==> src/design/sbw_pkg.sv <==
// Shared constants for the break, wake and synchronous host serial port
package sbw_pkg;
  // Register offsets
  localparam logic [7:0] REG_CTRL = 8'h00;
  localparam logic [7:0] REG_MODE = 8'h01;
  localparam logic [7:0] REG_STATUS = 8'h02;
  localparam logic [7:0] REG_TXDATA = 8'h03;
  localparam logic [7:0] REG_RXDATA = 8'h04;
  localparam logic [7:0] REG_BAUD_LO = 8'h05;
  localparam logic [7:0] REG_BAUD_HI = 8'h06;
  // Control register fields
  localparam int CTRL_PORT_EN = 0;
  localparam int CTRL_SYNC = 1;
  localparam int CTRL_HOST_CLK = 2;
  localparam int CTRL_TX_EN = 3;
  localparam int CTRL_SEND_BRK = 4;
  localparam int CTRL_SINGLE_RX = 5;
  localparam int CTRL_CONT_RX = 6;
  // Mode register fields
  localparam int MODE_CLK_POL = 0;
  localparam int MODE_WAKE = 1;
  // Status register fields
  localparam int STAT_SHIFT_EMPTY = 0;
  localparam int STAT_TX_BUF_EMPTY = 1;
  localparam int STAT_RX_PENDING = 2;
  localparam int STAT_FRAME_ERR = 3;
  localparam int STAT_RX_IDLE = 4;
  // Reset values
  localparam logic [7:0] CTRL_RESET = 8'h00;
  localparam logic [15:0] BAUD_RESET = 16'h0000;
  // Frame lengths in bit times
  localparam logic [3:0] ASYNC_BITS = 4'ha;
  localparam logic [3:0] BREAK_BITS = 4'he;
  localparam logic [3:0] SYNC_BITS = 4'h8;
  localparam logic [11:0] BREAK_ZEROS = 12'h000;
  localparam logic [2:0] LAST_DATA_BIT = 3'h7;
  typedef enum logic {TX_IDLE, TX_SHIFT} sbw_tx_state_t;
  typedef enum logic [1:0] {RX_IDLE, RX_START, RX_DATA, RX_STOP} sbw_rx_state_t;
endpackage

==> src/design/sbw_baud_if.sv <==
// Carrier between the port core and its bit-rate tick generator
`timescale 1ns/100ps
interface sbw_baud_if;
  logic [15:0] divisor;
  logic restart;
  logic tick;
  modport core (output divisor, output restart, input tick);
  modport gen (input divisor, input restart, output tick);
endinterface

==> src/design/sbw_baud_gen.sv <==
// Bit-rate tick generator: one tick every divisor+1 system clocks
`timescale 1ns/100ps
module sbw_baud_gen (
  input wire logic clk_sys,
  input wire logic rst_n,
  sbw_baud_if.gen bus
);
  logic [15:0] count;

  always_ff @(posedge clk_sys or negedge rst_n) begin
    if (!rst_n) begin
      count <= 16'h0000;
    end else if (bus.restart || count == bus.divisor) begin
      count <= 16'h0000;
    end else begin
      count <= count + 16'h0001;
    end
  end

  // Restart swallows the tick so a new frame gets a full first bit
  assign bus.tick = !bus.restart && (count == bus.divisor);
endmodule

==> src/design/sbw_rx_filter.sv <==
// Three-stage synchroniser and agreement filter for the receive pin
`timescale 1ns/100ps
module sbw_rx_filter (
  input wire logic clk_sys,
  input wire logic rst_n,
  input wire logic pinIn,
  output logic level
);
  logic s1;
  logic s2;
  logic s3;

  always_ff @(posedge clk_sys or negedge rst_n) begin
    if (!rst_n) begin
      s1 <= 1'b1;
      s2 <= 1'b1;
      s3 <= 1'b1;
      level <= 1'b1;
    end else begin
      s1 <= pinIn;
      s2 <= s1;
      s3 <= s2;
      // Change is taken only once the last two stages agree
      if (s2 == s3) begin
        level <= s3;
      end
    end
  end
endmodule

==> src/design/sbw_core.sv <==
// Serial port core: wake on edge, break send and detect, synchronous host transmit
// How it works
// - Wake edge sets the receive pending flag
// - Rising receive edge clears wake enable
// - Reading receive data clears pending flag
// - Break is start, twelve zeros, stop
// - Send-break write starts break, data ignored
// - Send-break bit clears after break stop
// - Byte queued during break follows it
// - Shift-empty flag tracks breaks like characters
// - Buffer empty flag permits next write
// - Received break: pending, framing error, 00h
// - Wake watches two edges, then receives byte
// - Synchronous mode: no start or stop bits
// - Host mode needs sync, host clock, enable
// - Host transmit only with both receive enables clear
// - Host drives the clock pin
// - One clock per data bit, no more
// - Data changes on leading clock edge
// - Polarity sets clock idle level and edge
// - Host transmit drives data and clock pins
// - Holding byte moves to idle shifter at once
`timescale 1ns/100ps
module sbw_core (
  input wire logic clk_sys,
  input wire logic rst_n,
  input wire logic [7:0] regAddr,
  input wire logic [7:0] regWrData,
  input wire logic regWrite,
  input wire logic regRead,
  output logic [7:0] regRdData,
  input wire logic rxDataIn,
  output logic rxDataOut,
  output logic rxDataOe,
  output logic serialClockOut,
  output logic serialClockOe
);
  sbw_baud_if baudBus();
  sbw_pkg::sbw_tx_state_t txState;
  sbw_pkg::sbw_rx_state_t rxState;

  logic rxLine;
  logic rxPrev;
  logic portEnable;
  logic syncMode;
  logic hostClockSource;
  logic transmitEnable;
  logic sendBreak;
  logic singleRxEnable;
  logic contRxEnable;
  logic clockIdlePolarity;
  logic wakeOnEdge;
  logic [15:0] baudDiv;
  logic [7:0] holdData;
  logic holdFull;
  logic holdBreak;
  logic breakInFlight;
  logic [13:0] frame;
  logic [3:0] bitsLeft;
  logic frameBreak;
  logic txLine;
  logic ckActive;
  logic [15:0] rxCnt;
  logic [2:0] rxBits;
  logic [7:0] rxShift;
  logic [7:0] rxData;
  logic framingError;
  logic rxPending;

  sbw_baud_gen uBaud (
    .clk_sys(clk_sys),
    .rst_n(rst_n),
    .bus(baudBus)
  );

  sbw_rx_filter uRxFilter (
    .clk_sys(clk_sys),
    .rst_n(rst_n),
    .pinIn(rxDataIn),
    .level(rxLine)
  );

  logic wrCtrl;
  logic wrMode;
  logic wrTx;
  logic rdRx;
  logic rxFall;
  logic rxRise;
  logic syncHost;
  logic syncHostTx;
  logic txAllowed;
  logic txAccept;
  logic breakReq;
  logic load;
  logic tick;
  logic lastTick;
  logic breakDone;
  logic syncDone;
  logic wakeEv;
  logic rxDone;
  logic rxSet;
  logic rxEnable;

  assign wrCtrl = regWrite && regAddr == sbw_pkg::REG_CTRL;
  assign wrMode = regWrite && regAddr == sbw_pkg::REG_MODE;
  assign wrTx = regWrite && regAddr == sbw_pkg::REG_TXDATA;
  assign rdRx = regRead && regAddr == sbw_pkg::REG_RXDATA;
  assign rxFall = rxPrev && !rxLine;
  assign rxRise = !rxPrev && rxLine;
  assign syncHost = portEnable && syncMode && hostClockSource;
  assign syncHostTx = syncHost && !singleRxEnable && !contRxEnable;
  assign txAllowed = portEnable && transmitEnable && (!syncMode || syncHostTx);
  assign txAccept = wrTx && portEnable && transmitEnable && !holdFull;
  // Breaks are an asynchronous feature only
  assign breakReq = sendBreak && !breakInFlight && !syncMode;
  assign load = txState == sbw_pkg::TX_IDLE && holdFull && txAllowed;
  assign tick = baudBus.tick;
  assign lastTick = txState == sbw_pkg::TX_SHIFT && tick && bitsLeft == 4'h1
    && !(syncMode && ckActive);
  assign breakDone = lastTick && frameBreak;
  assign syncDone = lastTick && syncMode;
  assign wakeEv = portEnable && !syncMode && wakeOnEdge && rxFall;
  assign rxDone = rxState == sbw_pkg::RX_STOP && rxCnt == baudDiv;
  assign rxSet = wakeEv || rxDone;
  // Normal reception is parked while waiting for the wake edge
  assign rxEnable = portEnable && !syncMode && contRxEnable && !wakeOnEdge;
  assign baudBus.divisor = baudDiv;
  assign baudBus.restart = load;

  // Control registers; a software write wins over a hardware clear
  always_ff @(posedge clk_sys or negedge rst_n) begin
    if (!rst_n) begin
      {contRxEnable, singleRxEnable, sendBreak, transmitEnable} <= 4'h0;
      {hostClockSource, syncMode, portEnable} <= 3'h0;
    end else if (wrCtrl) begin
      portEnable <= regWrData[sbw_pkg::CTRL_PORT_EN];
      syncMode <= regWrData[sbw_pkg::CTRL_SYNC];
      hostClockSource <= regWrData[sbw_pkg::CTRL_HOST_CLK];
      transmitEnable <= regWrData[sbw_pkg::CTRL_TX_EN];
      sendBreak <= regWrData[sbw_pkg::CTRL_SEND_BRK];
      singleRxEnable <= regWrData[sbw_pkg::CTRL_SINGLE_RX];
      contRxEnable <= regWrData[sbw_pkg::CTRL_CONT_RX];
    end else if (breakDone) begin
      sendBreak <= 1'b0;
    end
  end

  always_ff @(posedge clk_sys or negedge rst_n) begin
    if (!rst_n) begin
      clockIdlePolarity <= 1'b0;
      wakeOnEdge <= 1'b0;
    end else if (wrMode) begin
      clockIdlePolarity <= regWrData[sbw_pkg::MODE_CLK_POL];
      wakeOnEdge <= regWrData[sbw_pkg::MODE_WAKE];
    end else if (wakeOnEdge && rxRise) begin
      wakeOnEdge <= 1'b0;
    end
  end

  always_ff @(posedge clk_sys or negedge rst_n) begin
    if (!rst_n) begin
      baudDiv <= sbw_pkg::BAUD_RESET;
    end else if (regWrite && regAddr == sbw_pkg::REG_BAUD_LO) begin
      baudDiv[7:0] <= regWrData;
    end else if (regWrite && regAddr == sbw_pkg::REG_BAUD_HI) begin
      baudDiv[15:8] <= regWrData;
    end
  end

  // Holding register; a write while full is dropped
  always_ff @(posedge clk_sys or negedge rst_n) begin
    if (!rst_n) begin
      holdFull <= 1'b0;
      holdData <= 8'h00;
      holdBreak <= 1'b0;
    end else if (!portEnable) begin
      holdFull <= 1'b0;
    end else if (txAccept) begin
      holdFull <= 1'b1;
      holdData <= regWrData;
      holdBreak <= breakReq;
    end else if (load) begin
      holdFull <= 1'b0;
    end
  end

  // Later writes during a break are ordinary characters
  always_ff @(posedge clk_sys or negedge rst_n) begin
    if (!rst_n) begin
      breakInFlight <= 1'b0;
    end else if (!portEnable || breakDone) begin
      breakInFlight <= 1'b0;
    end else if (txAccept && breakReq) begin
      breakInFlight <= 1'b1;
    end
  end

  // Shifter, not visible to software
  always_ff @(posedge clk_sys or negedge rst_n) begin
    if (!rst_n) begin
      txState <= sbw_pkg::TX_IDLE;
      frame <= 14'h3fff;
      bitsLeft <= 4'h0;
      frameBreak <= 1'b0;
      txLine <= 1'b1;
      ckActive <= 1'b0;
    end else if (!portEnable) begin
      txState <= sbw_pkg::TX_IDLE;
      txLine <= 1'b1;
      ckActive <= 1'b0;
    end else begin
      case (txState)
        sbw_pkg::TX_IDLE: begin
          if (load) begin
            txState <= sbw_pkg::TX_SHIFT;
            frameBreak <= holdBreak && !syncMode;
            if (syncMode) begin
              frame <= {6'h00, holdData};
              bitsLeft <= sbw_pkg::SYNC_BITS;
              txLine <= holdData[0];
              ckActive <= 1'b1;
            end else if (holdBreak) begin
              frame <= {1'b1, sbw_pkg::BREAK_ZEROS, 1'b0};
              bitsLeft <= sbw_pkg::BREAK_BITS;
              txLine <= 1'b0;
            end else begin
              frame <= {4'hf, 1'b1, holdData, 1'b0};
              bitsLeft <= sbw_pkg::ASYNC_BITS;
              txLine <= 1'b0;
            end
          end
        end
        sbw_pkg::TX_SHIFT: begin
          if (tick) begin
            if (syncMode && ckActive) begin
              ckActive <= 1'b0;
            end else if (bitsLeft == 4'h1) begin
              txState <= sbw_pkg::TX_IDLE;
              txLine <= 1'b1;
            end else begin
              frame <= frame >> 1;
              txLine <= frame[1];
              bitsLeft <= bitsLeft - 4'h1;
              ckActive <= syncMode;
            end
          end
        end
        default: begin
          txState <= sbw_pkg::TX_IDLE;
        end
      endcase
    end
  end

  // Asynchronous receiver, sampled at mid bit
  always_ff @(posedge clk_sys or negedge rst_n) begin
    if (!rst_n) begin
      rxState <= sbw_pkg::RX_IDLE;
      rxCnt <= 16'h0000;
      rxBits <= 3'h0;
      rxShift <= 8'h00;
      rxData <= 8'h00;
      framingError <= 1'b0;
    end else if (!rxEnable) begin
      rxState <= sbw_pkg::RX_IDLE;
    end else begin
      case (rxState)
        sbw_pkg::RX_IDLE: begin
          if (rxFall) begin
            rxState <= sbw_pkg::RX_START;
            rxCnt <= 16'h0000;
          end
        end
        sbw_pkg::RX_START: begin
          if (rxCnt == (baudDiv >> 1)) begin
            rxCnt <= 16'h0000;
            rxBits <= 3'h0;
            rxState <= rxLine ? sbw_pkg::RX_IDLE : sbw_pkg::RX_DATA;
          end else begin
            rxCnt <= rxCnt + 16'h0001;
          end
        end
        sbw_pkg::RX_DATA: begin
          if (rxCnt == baudDiv) begin
            rxCnt <= 16'h0000;
            rxShift <= {rxLine, rxShift[7:1]};
            rxBits <= rxBits + 3'h1;
            if (rxBits == sbw_pkg::LAST_DATA_BIT) begin
              rxState <= sbw_pkg::RX_STOP;
            end
          end else begin
            rxCnt <= rxCnt + 16'h0001;
          end
        end
        sbw_pkg::RX_STOP: begin
          if (rxDone) begin
            rxData <= rxShift;
            framingError <= !rxLine;
            rxState <= sbw_pkg::RX_IDLE;
          end else begin
            rxCnt <= rxCnt + 16'h0001;
          end
        end
        default: begin
          rxState <= sbw_pkg::RX_IDLE;
        end
      endcase
    end
  end

  // Pending flag: a new event beats a read in the same cycle
  always_ff @(posedge clk_sys or negedge rst_n) begin
    if (!rst_n) begin
      rxPending <= 1'b0;
      rxPrev <= 1'b1;
    end else begin
      rxPrev <= rxLine;
      if (!portEnable) begin
        rxPending <= 1'b0;
      end else if (rxSet) begin
        rxPending <= 1'b1;
      end else if (rdRx) begin
        rxPending <= 1'b0;
      end
    end
  end

  // Read data stands in the cycle after the read strobe
  always_ff @(posedge clk_sys or negedge rst_n) begin
    if (!rst_n) begin
      regRdData <= 8'h00;
    end else if (!regRead) begin
      regRdData <= 8'h00;
    end else if (regAddr == sbw_pkg::REG_CTRL) begin
      regRdData <= {1'b0, contRxEnable, singleRxEnable, sendBreak, transmitEnable,
        hostClockSource, syncMode, portEnable};
    end else if (regAddr == sbw_pkg::REG_MODE) begin
      regRdData <= {6'h00, wakeOnEdge, clockIdlePolarity};
    end else if (regAddr == sbw_pkg::REG_STATUS) begin
      regRdData <= {3'h0, rxState == sbw_pkg::RX_IDLE && !wakeOnEdge, framingError,
        rxPending, !holdFull, txState == sbw_pkg::TX_IDLE};
    end else if (regAddr == sbw_pkg::REG_RXDATA) begin
      regRdData <= rxData;
    end else if (regAddr == sbw_pkg::REG_BAUD_LO) begin
      regRdData <= baudDiv[7:0];
    end else if (regAddr == sbw_pkg::REG_BAUD_HI) begin
      regRdData <= baudDiv[15:8];
    end else begin
      regRdData <= 8'h00;
    end
  end

  // Pins: in asynchronous mode the clock pin carries the transmit line
  assign serialClockOut = syncHost ? (clockIdlePolarity ^ ckActive) : txLine;
  assign serialClockOe = syncHost || (portEnable && !syncMode);
  assign rxDataOut = txLine;
  assign rxDataOe = syncHostTx;

  // Checking helpers
  logic ckPrev;
  logic [3:0] leadCount;

  always_ff @(posedge clk_sys or negedge rst_n) begin
    if (!rst_n) begin
      ckPrev <= 1'b0;
      leadCount <= 4'h0;
    end else begin
      ckPrev <= ckActive;
      if (load) begin
        leadCount <= 4'h0;
      end else if (ckActive && !ckPrev) begin
        leadCount <= leadCount + 4'h1;
      end
    end
  end
endmodule

==> config.mk <==
export PLATFORM = sky130hd
export DESIGN_NAME = sbw_core
export DESIGN_NICKNAME = d
export VERILOG_FILES = /design/src/design/sbw_pkg.sv /design/src/design/sbw_baud_if.sv /design/src/design/sbw_baud_gen.sv /design/src/design/sbw_rx_filter.sv /design/src/design/sbw_core.sv
export SDC_FILE = /design/constraint.sdc
export NUM_CORES = 1
export LEC_CHECK = 0
export BUFFER_PORTS_ARGS = -buffer_cell sky130_fd_sc_hd__buf_4
export CORE_ASPECT_RATIO = 1.2
export CORE_UTILIZATION = 40
export CTS_BUF_LIST = sky130_fd_sc_hd__clkbuf_2
export DETAILED_ROUTE_END_ITERATION = 10
export SETUP_SLACK_MARGIN = 0.4
export SYNTH_ARGS = -nofsm -noshare
export SYNTH_HDL_FRONTEND = slang
export SYNTH_SLANG_ARGS = --single-unit
==> constraint.sdc <==
create_clock -name clk_sys -period 2.7 [get_ports clk_sys]
set_input_delay 0.81 -clock clk_sys [delete_from_list [all_inputs] [get_ports clk_sys]]
set_output_delay 0.81 -clock clk_sys [all_outputs]
set_load 0.02 [all_outputs]
After elaboration in Yosys (flattened, before gate mapping)
Cells that the tools add are included.
{ "classes": {"bitwise": 3, "add_sub_neg": 4, "n_eq_ne": 35, "reduce_logical": 70, "mux": 71} }
{ "op_table": {"columns": ["op", "n"], "rows": [
  ["16-bit 2-to-1 mux", 5],
  ["14-bit 2-to-1 mux", 5],
  ["16-bit case mux with 4 select lines", 1],
  ["8-bit 2-to-1 mux", 7],
  ["1-bit logical AND", 37],
  ["16-bit by 1-bit adder with 16-bit output (second input constant)", 2],
  ["16-bit equality test", 2],
  ["1-bit 2-to-1 mux", 30],
  ["14-bit case mux with 2 select lines", 1],
  ["8-bit by 3-bit equality test with 1-bit output (second input constant)", 3],
  ["3-bit != test (second input constant)", 7],
  ["16-bit by 15-bit equality test with 1-bit output", 1],
  ["8-bit by 2-bit equality test with 1-bit output (second input constant)", 2],
  ["4-bit 2-to-1 mux", 4],
  ["3-bit AND reduction", 5],
  ["2-bit 2-to-1 mux", 7],
  ["13-bit 2-to-1 mux", 1],
  ["3-bit 2-to-1 mux", 4],
  ["2-bit != test (second input constant)", 6],
  ["1-bit zero test", 11],
  ["5-bit AND reduction", 2],
  ["8-bit by 1-bit equality test with 1-bit output (second input constant)", 1],
  ["8-bit zero test", 1],
  ["2-bit case mux with 4 select lines", 1],
  ["21 further kinds", 37]
]} }
{ "word_totals": {"register_bits": 126, "wordCells": 218, "output_inout_bits": 12} }

Longest topological paths before layout
{ "logic_depth": {"depth_word": 15, "mapped_depth": 9, "mapped_depth_nobuf": 7} }

Modules after synthesis
Synthesis repeated with hierarchy kept, for this count alone.
{ "hier_totals": {"hier_cells": 627, "area_unflattened_um2": 6646.4} }
{ "modules_own_cells": {"columns": ["module", "cells_per_inst", "area_each_um2", "seq_area_each_um2", "instances"], "rows": [
  ["sbw_core", 524, 5592.9, 2646.3, 1],
  ["sbw_baud_gen", 98, 937.1, 400.4, 1],
  ["sbw_rx_filter", 5, 116.4, 105.1, 1]
]} }

Worst setup path after synthesis
Ideal clock, no wire load.
{ "synth_timing": {"kind": "input port to flip-flop", "from": "input regAddr[2]", "to": "register baudDiv[0] (netlist: baudBus.divisor[0])", "t_required_ps": 2575, "arrival_ps": 2145, "n_path_buf": 1, "setup_ps": 125, "stages": 5, "setup_slack_ps": 430, "cell_sequence": "clkbuf_1 -> inv_1 -> nor2_1 -> nand3_1 -> mux2_2"} }
{ "synth_between": {"elab_chain_len": 2} }
{ "synth_rtl": {"columns": ["element", "line", "text"], "rows": [
  ["start: declaration", "sbw_core.sv:27", "input wire logic [7:0] regAddr,"],
  ["8-bit by 3-bit equality test with 1-bit output", "sbw_core.sv:163", "end else if (regWrite && regAddr == sbw_pkg::REG_BAUD_LO) begin"],
  ["1-bit logical AND", "sbw_core.sv:163", null],
  ["end signal: assignment", "sbw_core.sv:162", "baudDiv <= sbw_pkg::BAUD_RESET;"],
  ["end signal: assignment", "sbw_core.sv:164", "baudDiv[7:0] <= regWrData;"],
  ["end: declaration", "sbw_core.sv:53", "logic [15:0] baudDiv;"]
]} }
No other way between the ends.
A chain may end at the register's enable or synchronous reset.

Worst setup path after layout
{ "layout_timing": {"from": "register syncMode", "to": "output rxDataOe"} }
{ "layout_between": {"elab_chain_len": 4} }
{ "layout_rtl": {"columns": ["element", "line", "text"], "rows": [
  ["start: declaration", "sbw_core.sv:45", "logic syncMode;"],
  ["start signal: assignment", "sbw_core.sv:137", "syncMode <= regWrData[sbw_pkg::CTRL_SYNC];"],
  ["1-bit logical AND (2 in series)", "sbw_core.sv:110", "assign syncHost = portEnable && syncMode && hostClockSource;"],
  ["1-bit logical AND (2 in series)", "sbw_core.sv:111", "assign syncHostTx = syncHost && !singleRxEnable && !contRxEnable;"],
  ["end: declaration", "sbw_core.sv:34", "output logic rxDataOe,"]
]} }
No other way between the ends.

==> run metrics <==
CTS tree built; Max-Cap Viols 0; Setup CP Type flip-flop to primary output; number of buffers added on ports 32; Vias per Instance 5.58; CTS Buf Count 17; Slew headroom 55.5%; Clock transition at path regs 180 ps; WP data required approximately 1900 ps; Area Growth Syn to Fin 18.1%; Slew @ Worst Pin 661 ps; cell count after synthesis 637; Placed Instance Area 7150 µm²; Pint approximately 0.0027 W; # clock sinks between 100 and 150; fin crit period 2590 ps; layout cell share with drive strength beyond 1 32.4%; Hold-fix buffers, CTS 0; Pins Over Slew Limit 0; Crit. End Element primary output; final setup TNS 0 ps; worst skew pair latency ~730 ps; CTS root buf clkbuf_2; VDD IR max 0.000242 V; Final Hold Fails 0; global-route wire length before repair 26.2 mm; GRT Total Usage 19.8%; I/O pin cnt 33; Setup Skew around 26 ps; Switch Pwr between 0.001 and 0.0015 W; DR pass1 iterations 4; Max H-tree Level 4; top_reg_cell synth dfrtp_1; worst hold margin 48.1 ps; Routed Antenna Nets 0; mean post-synth cell area 10.5 µm²; Comb pwr share 13.0%; period utilization between 90% and 100%; WL per Instance roughly 18 µm; Pleak ~3.8 nW; vias approximately 5,200; initial antenna violation count 1; switching fraction of total power 28.8%; largest net degree at the start of global routing 68; Mapped Area 6670 µm²; register area share after synthesis 47.3%; Post-Synthesis Net Count 668; sequential share of power 54.6%; core area 16,300 µm²; Die Ht 143 µm; Synth Warn # 0; FF+latch count, synth around 130; Core Util, Final around 48%; final WL between 15 and 20 mm; die width roughly 120 µm; # DRC 0; # setup viols final 0; clock buffer depth 2; RSZ-0062 raised after global routing yes; critical path arrival 1780 ps; Worst setup SP type flip-flop; Post-synth ARST share 100%; critical path cell sequence nand3_2 -> or3_4 -> inv_1 -> buf_4; row cnt 51; clock share of power 32.3%; DP HPWL 11.3 mm; Die ar. 17,200 µm²; slowest CP cell dfrtp_1; total power roughly 0.0038 W; GRT overflow 0; routability cong. 0.873; CP max FO 3; initial DRC count 347; vias in the first global route a little over 5,000; status complete, no violations; synth unique cells 59; EDFF count, synth 0; Cell Pwr Density 478 nW/µm²; Peak Freq 0.386 GHz; Slowest Stage Delay on Critical Path approximately 420 ps; nets@finish roughly 730; Final Cell Area 7880 µm²; Worst Hold Class input port to async pin; Initial Utilization about 40%
==> state kept, by name, indices dropped and copies added, names as in the netlist, 2 cells and up <==
| register | count |
|---|---|
| baudBus.divisor | 16 |
| rxShift | 8 |
| regRdData | 8 |
| rxBits | 3 |
| rxState | 2 |
| bitsLeft | 4 |
| rxCnt | 16 |
| holdData | 8 |
| uBaud.count | 16 |
| frame | 13 |
| rxData | 8 |
==> critical path: cells and delay by family (launching register included) <==
kind                   cells  cell delay, ps
DFF                        1             420
buffers and inverters      2             190
and+or+nand+nor            2             450
==> path summary, 6_finish.rpt <==
check / start / end / slack, ps / depth (start not counted)
worst min-delay path: rst_n / rxCnt[4] / 50 / 2
min in group clk_sys: rxDataIn / uRxFilter.s1 / 180 / 1
max in group asynchronous: rst_n / frame[3] / 2260 / 2
worst max register to register: rxCnt[11] / rxCnt[11] / 430 / 8
worst max-delay path: syncMode / rxDataOe / 110 / 4
worst min register to register: uRxFilter.s1 / uRxFilter.s2 / 370 / 0
==> power groups by stage <==
| stage | sequential, W | clock, W | combinational [W] |
|---|---|---|---|
| 2_1_floorplan | 0.00205 | 0 | 0.000276 |
| 3_3_place_gp | 0.00208 | 0 | 0.000408 |
| 3_5_place_dp | 0.00209 | 0 | 0.000423 |
| 4_1_cts | 0.00205 | 0.00126 | 0.000435 |
| 5_1_grt | 0.00207 | 0.00134 | 0.000540 |
| 6_report | 0.00206 | 0.00122 | 0.000491 |
==> what timing repair did <==
item,in CTS,in global routing
gates cloned,0,2
pin swaps,7,11
setup buffers,10,20
endpoints found under the setup margin,32,41
resized for setup,17,47
endpoints found under the hold margin,0,0
==> metal layers <==
layer,up-vias,GRT usage (%),wire length [µm]
met5,-,0,0
met4,0,8.82,411
met2,146,34.0,8460
met3,28,4.44,728
li1,2405,-,-
met1,2605,23.9,7040
==> Yosys cell counts (11+ instances only) <==
library cell	count	area share, %
xor2_1	51	6.7
buf_2	11	0.83
nor2b_1	14	1.3
a21oi_1	19	1.4
dfstp_2	19	7.5
nor3_1	11	0.83
mux2i_1	11	1.7
o21ai_0	40	3.0
nand2_1	49	2.8
clkbuf_1	17	0.96
inv_1	25	1.4
nor2_1	37	2.1
nand3_1	21	1.6
dfrtp_1	106	40
mux2_2	48	8.1
==> cells in the final DEF, fill, tap and decap left out, drive strengths merged, types with 11 or more instances in the layout <==
| master | count |
|---|---|
| nor2b | 14 |
| nor3 | 11 |
| o21ai | 40 |
| a21oi | 19 |
| dfstp | 19 |
| dfrtp | 106 |
| buf | 82 |
| mux2 | 48 |
| clkbuf | 20 |
| mux2i | 11 |
| nand3 | 23 |
| nor2 | 37 |
| xor2 | 51 |
| nor4 | 14 |
| inv | 26 |
| nand2 | 49 |
==> final cells by class <==
type / count / area [µm²]
fill: 1510 / 8400
tap: 212 / 265
sequential: 125 / 3180
clock buffer: 19 / 95.1
antenna: 1 / 2.50
timing repair buffer: 83 / 732
clock inverter: 13 / 148
inverter: 25 / 93.8
multi-input combinational: 451 / 3360
==> logic make-up after synthesis <==
group | synth area share [%]
AOI/OAI and AO/OA | 12.9
and+or+nand+nor | 15.9
adders and majority gates | 2.03
DFF | 47.3
buffers and inverters | 4.32
xor gates and xnor gates | 7.88
muxes | 9.76
==> through the flow <==
stage	worst slack (ps)	std cells
global route	0.466	929
finish	111	929
floorplan	430	637
detailed placement	209	864
CTS	91.4	906
global placement	285	864
Power figures use the tool's default switching activity.
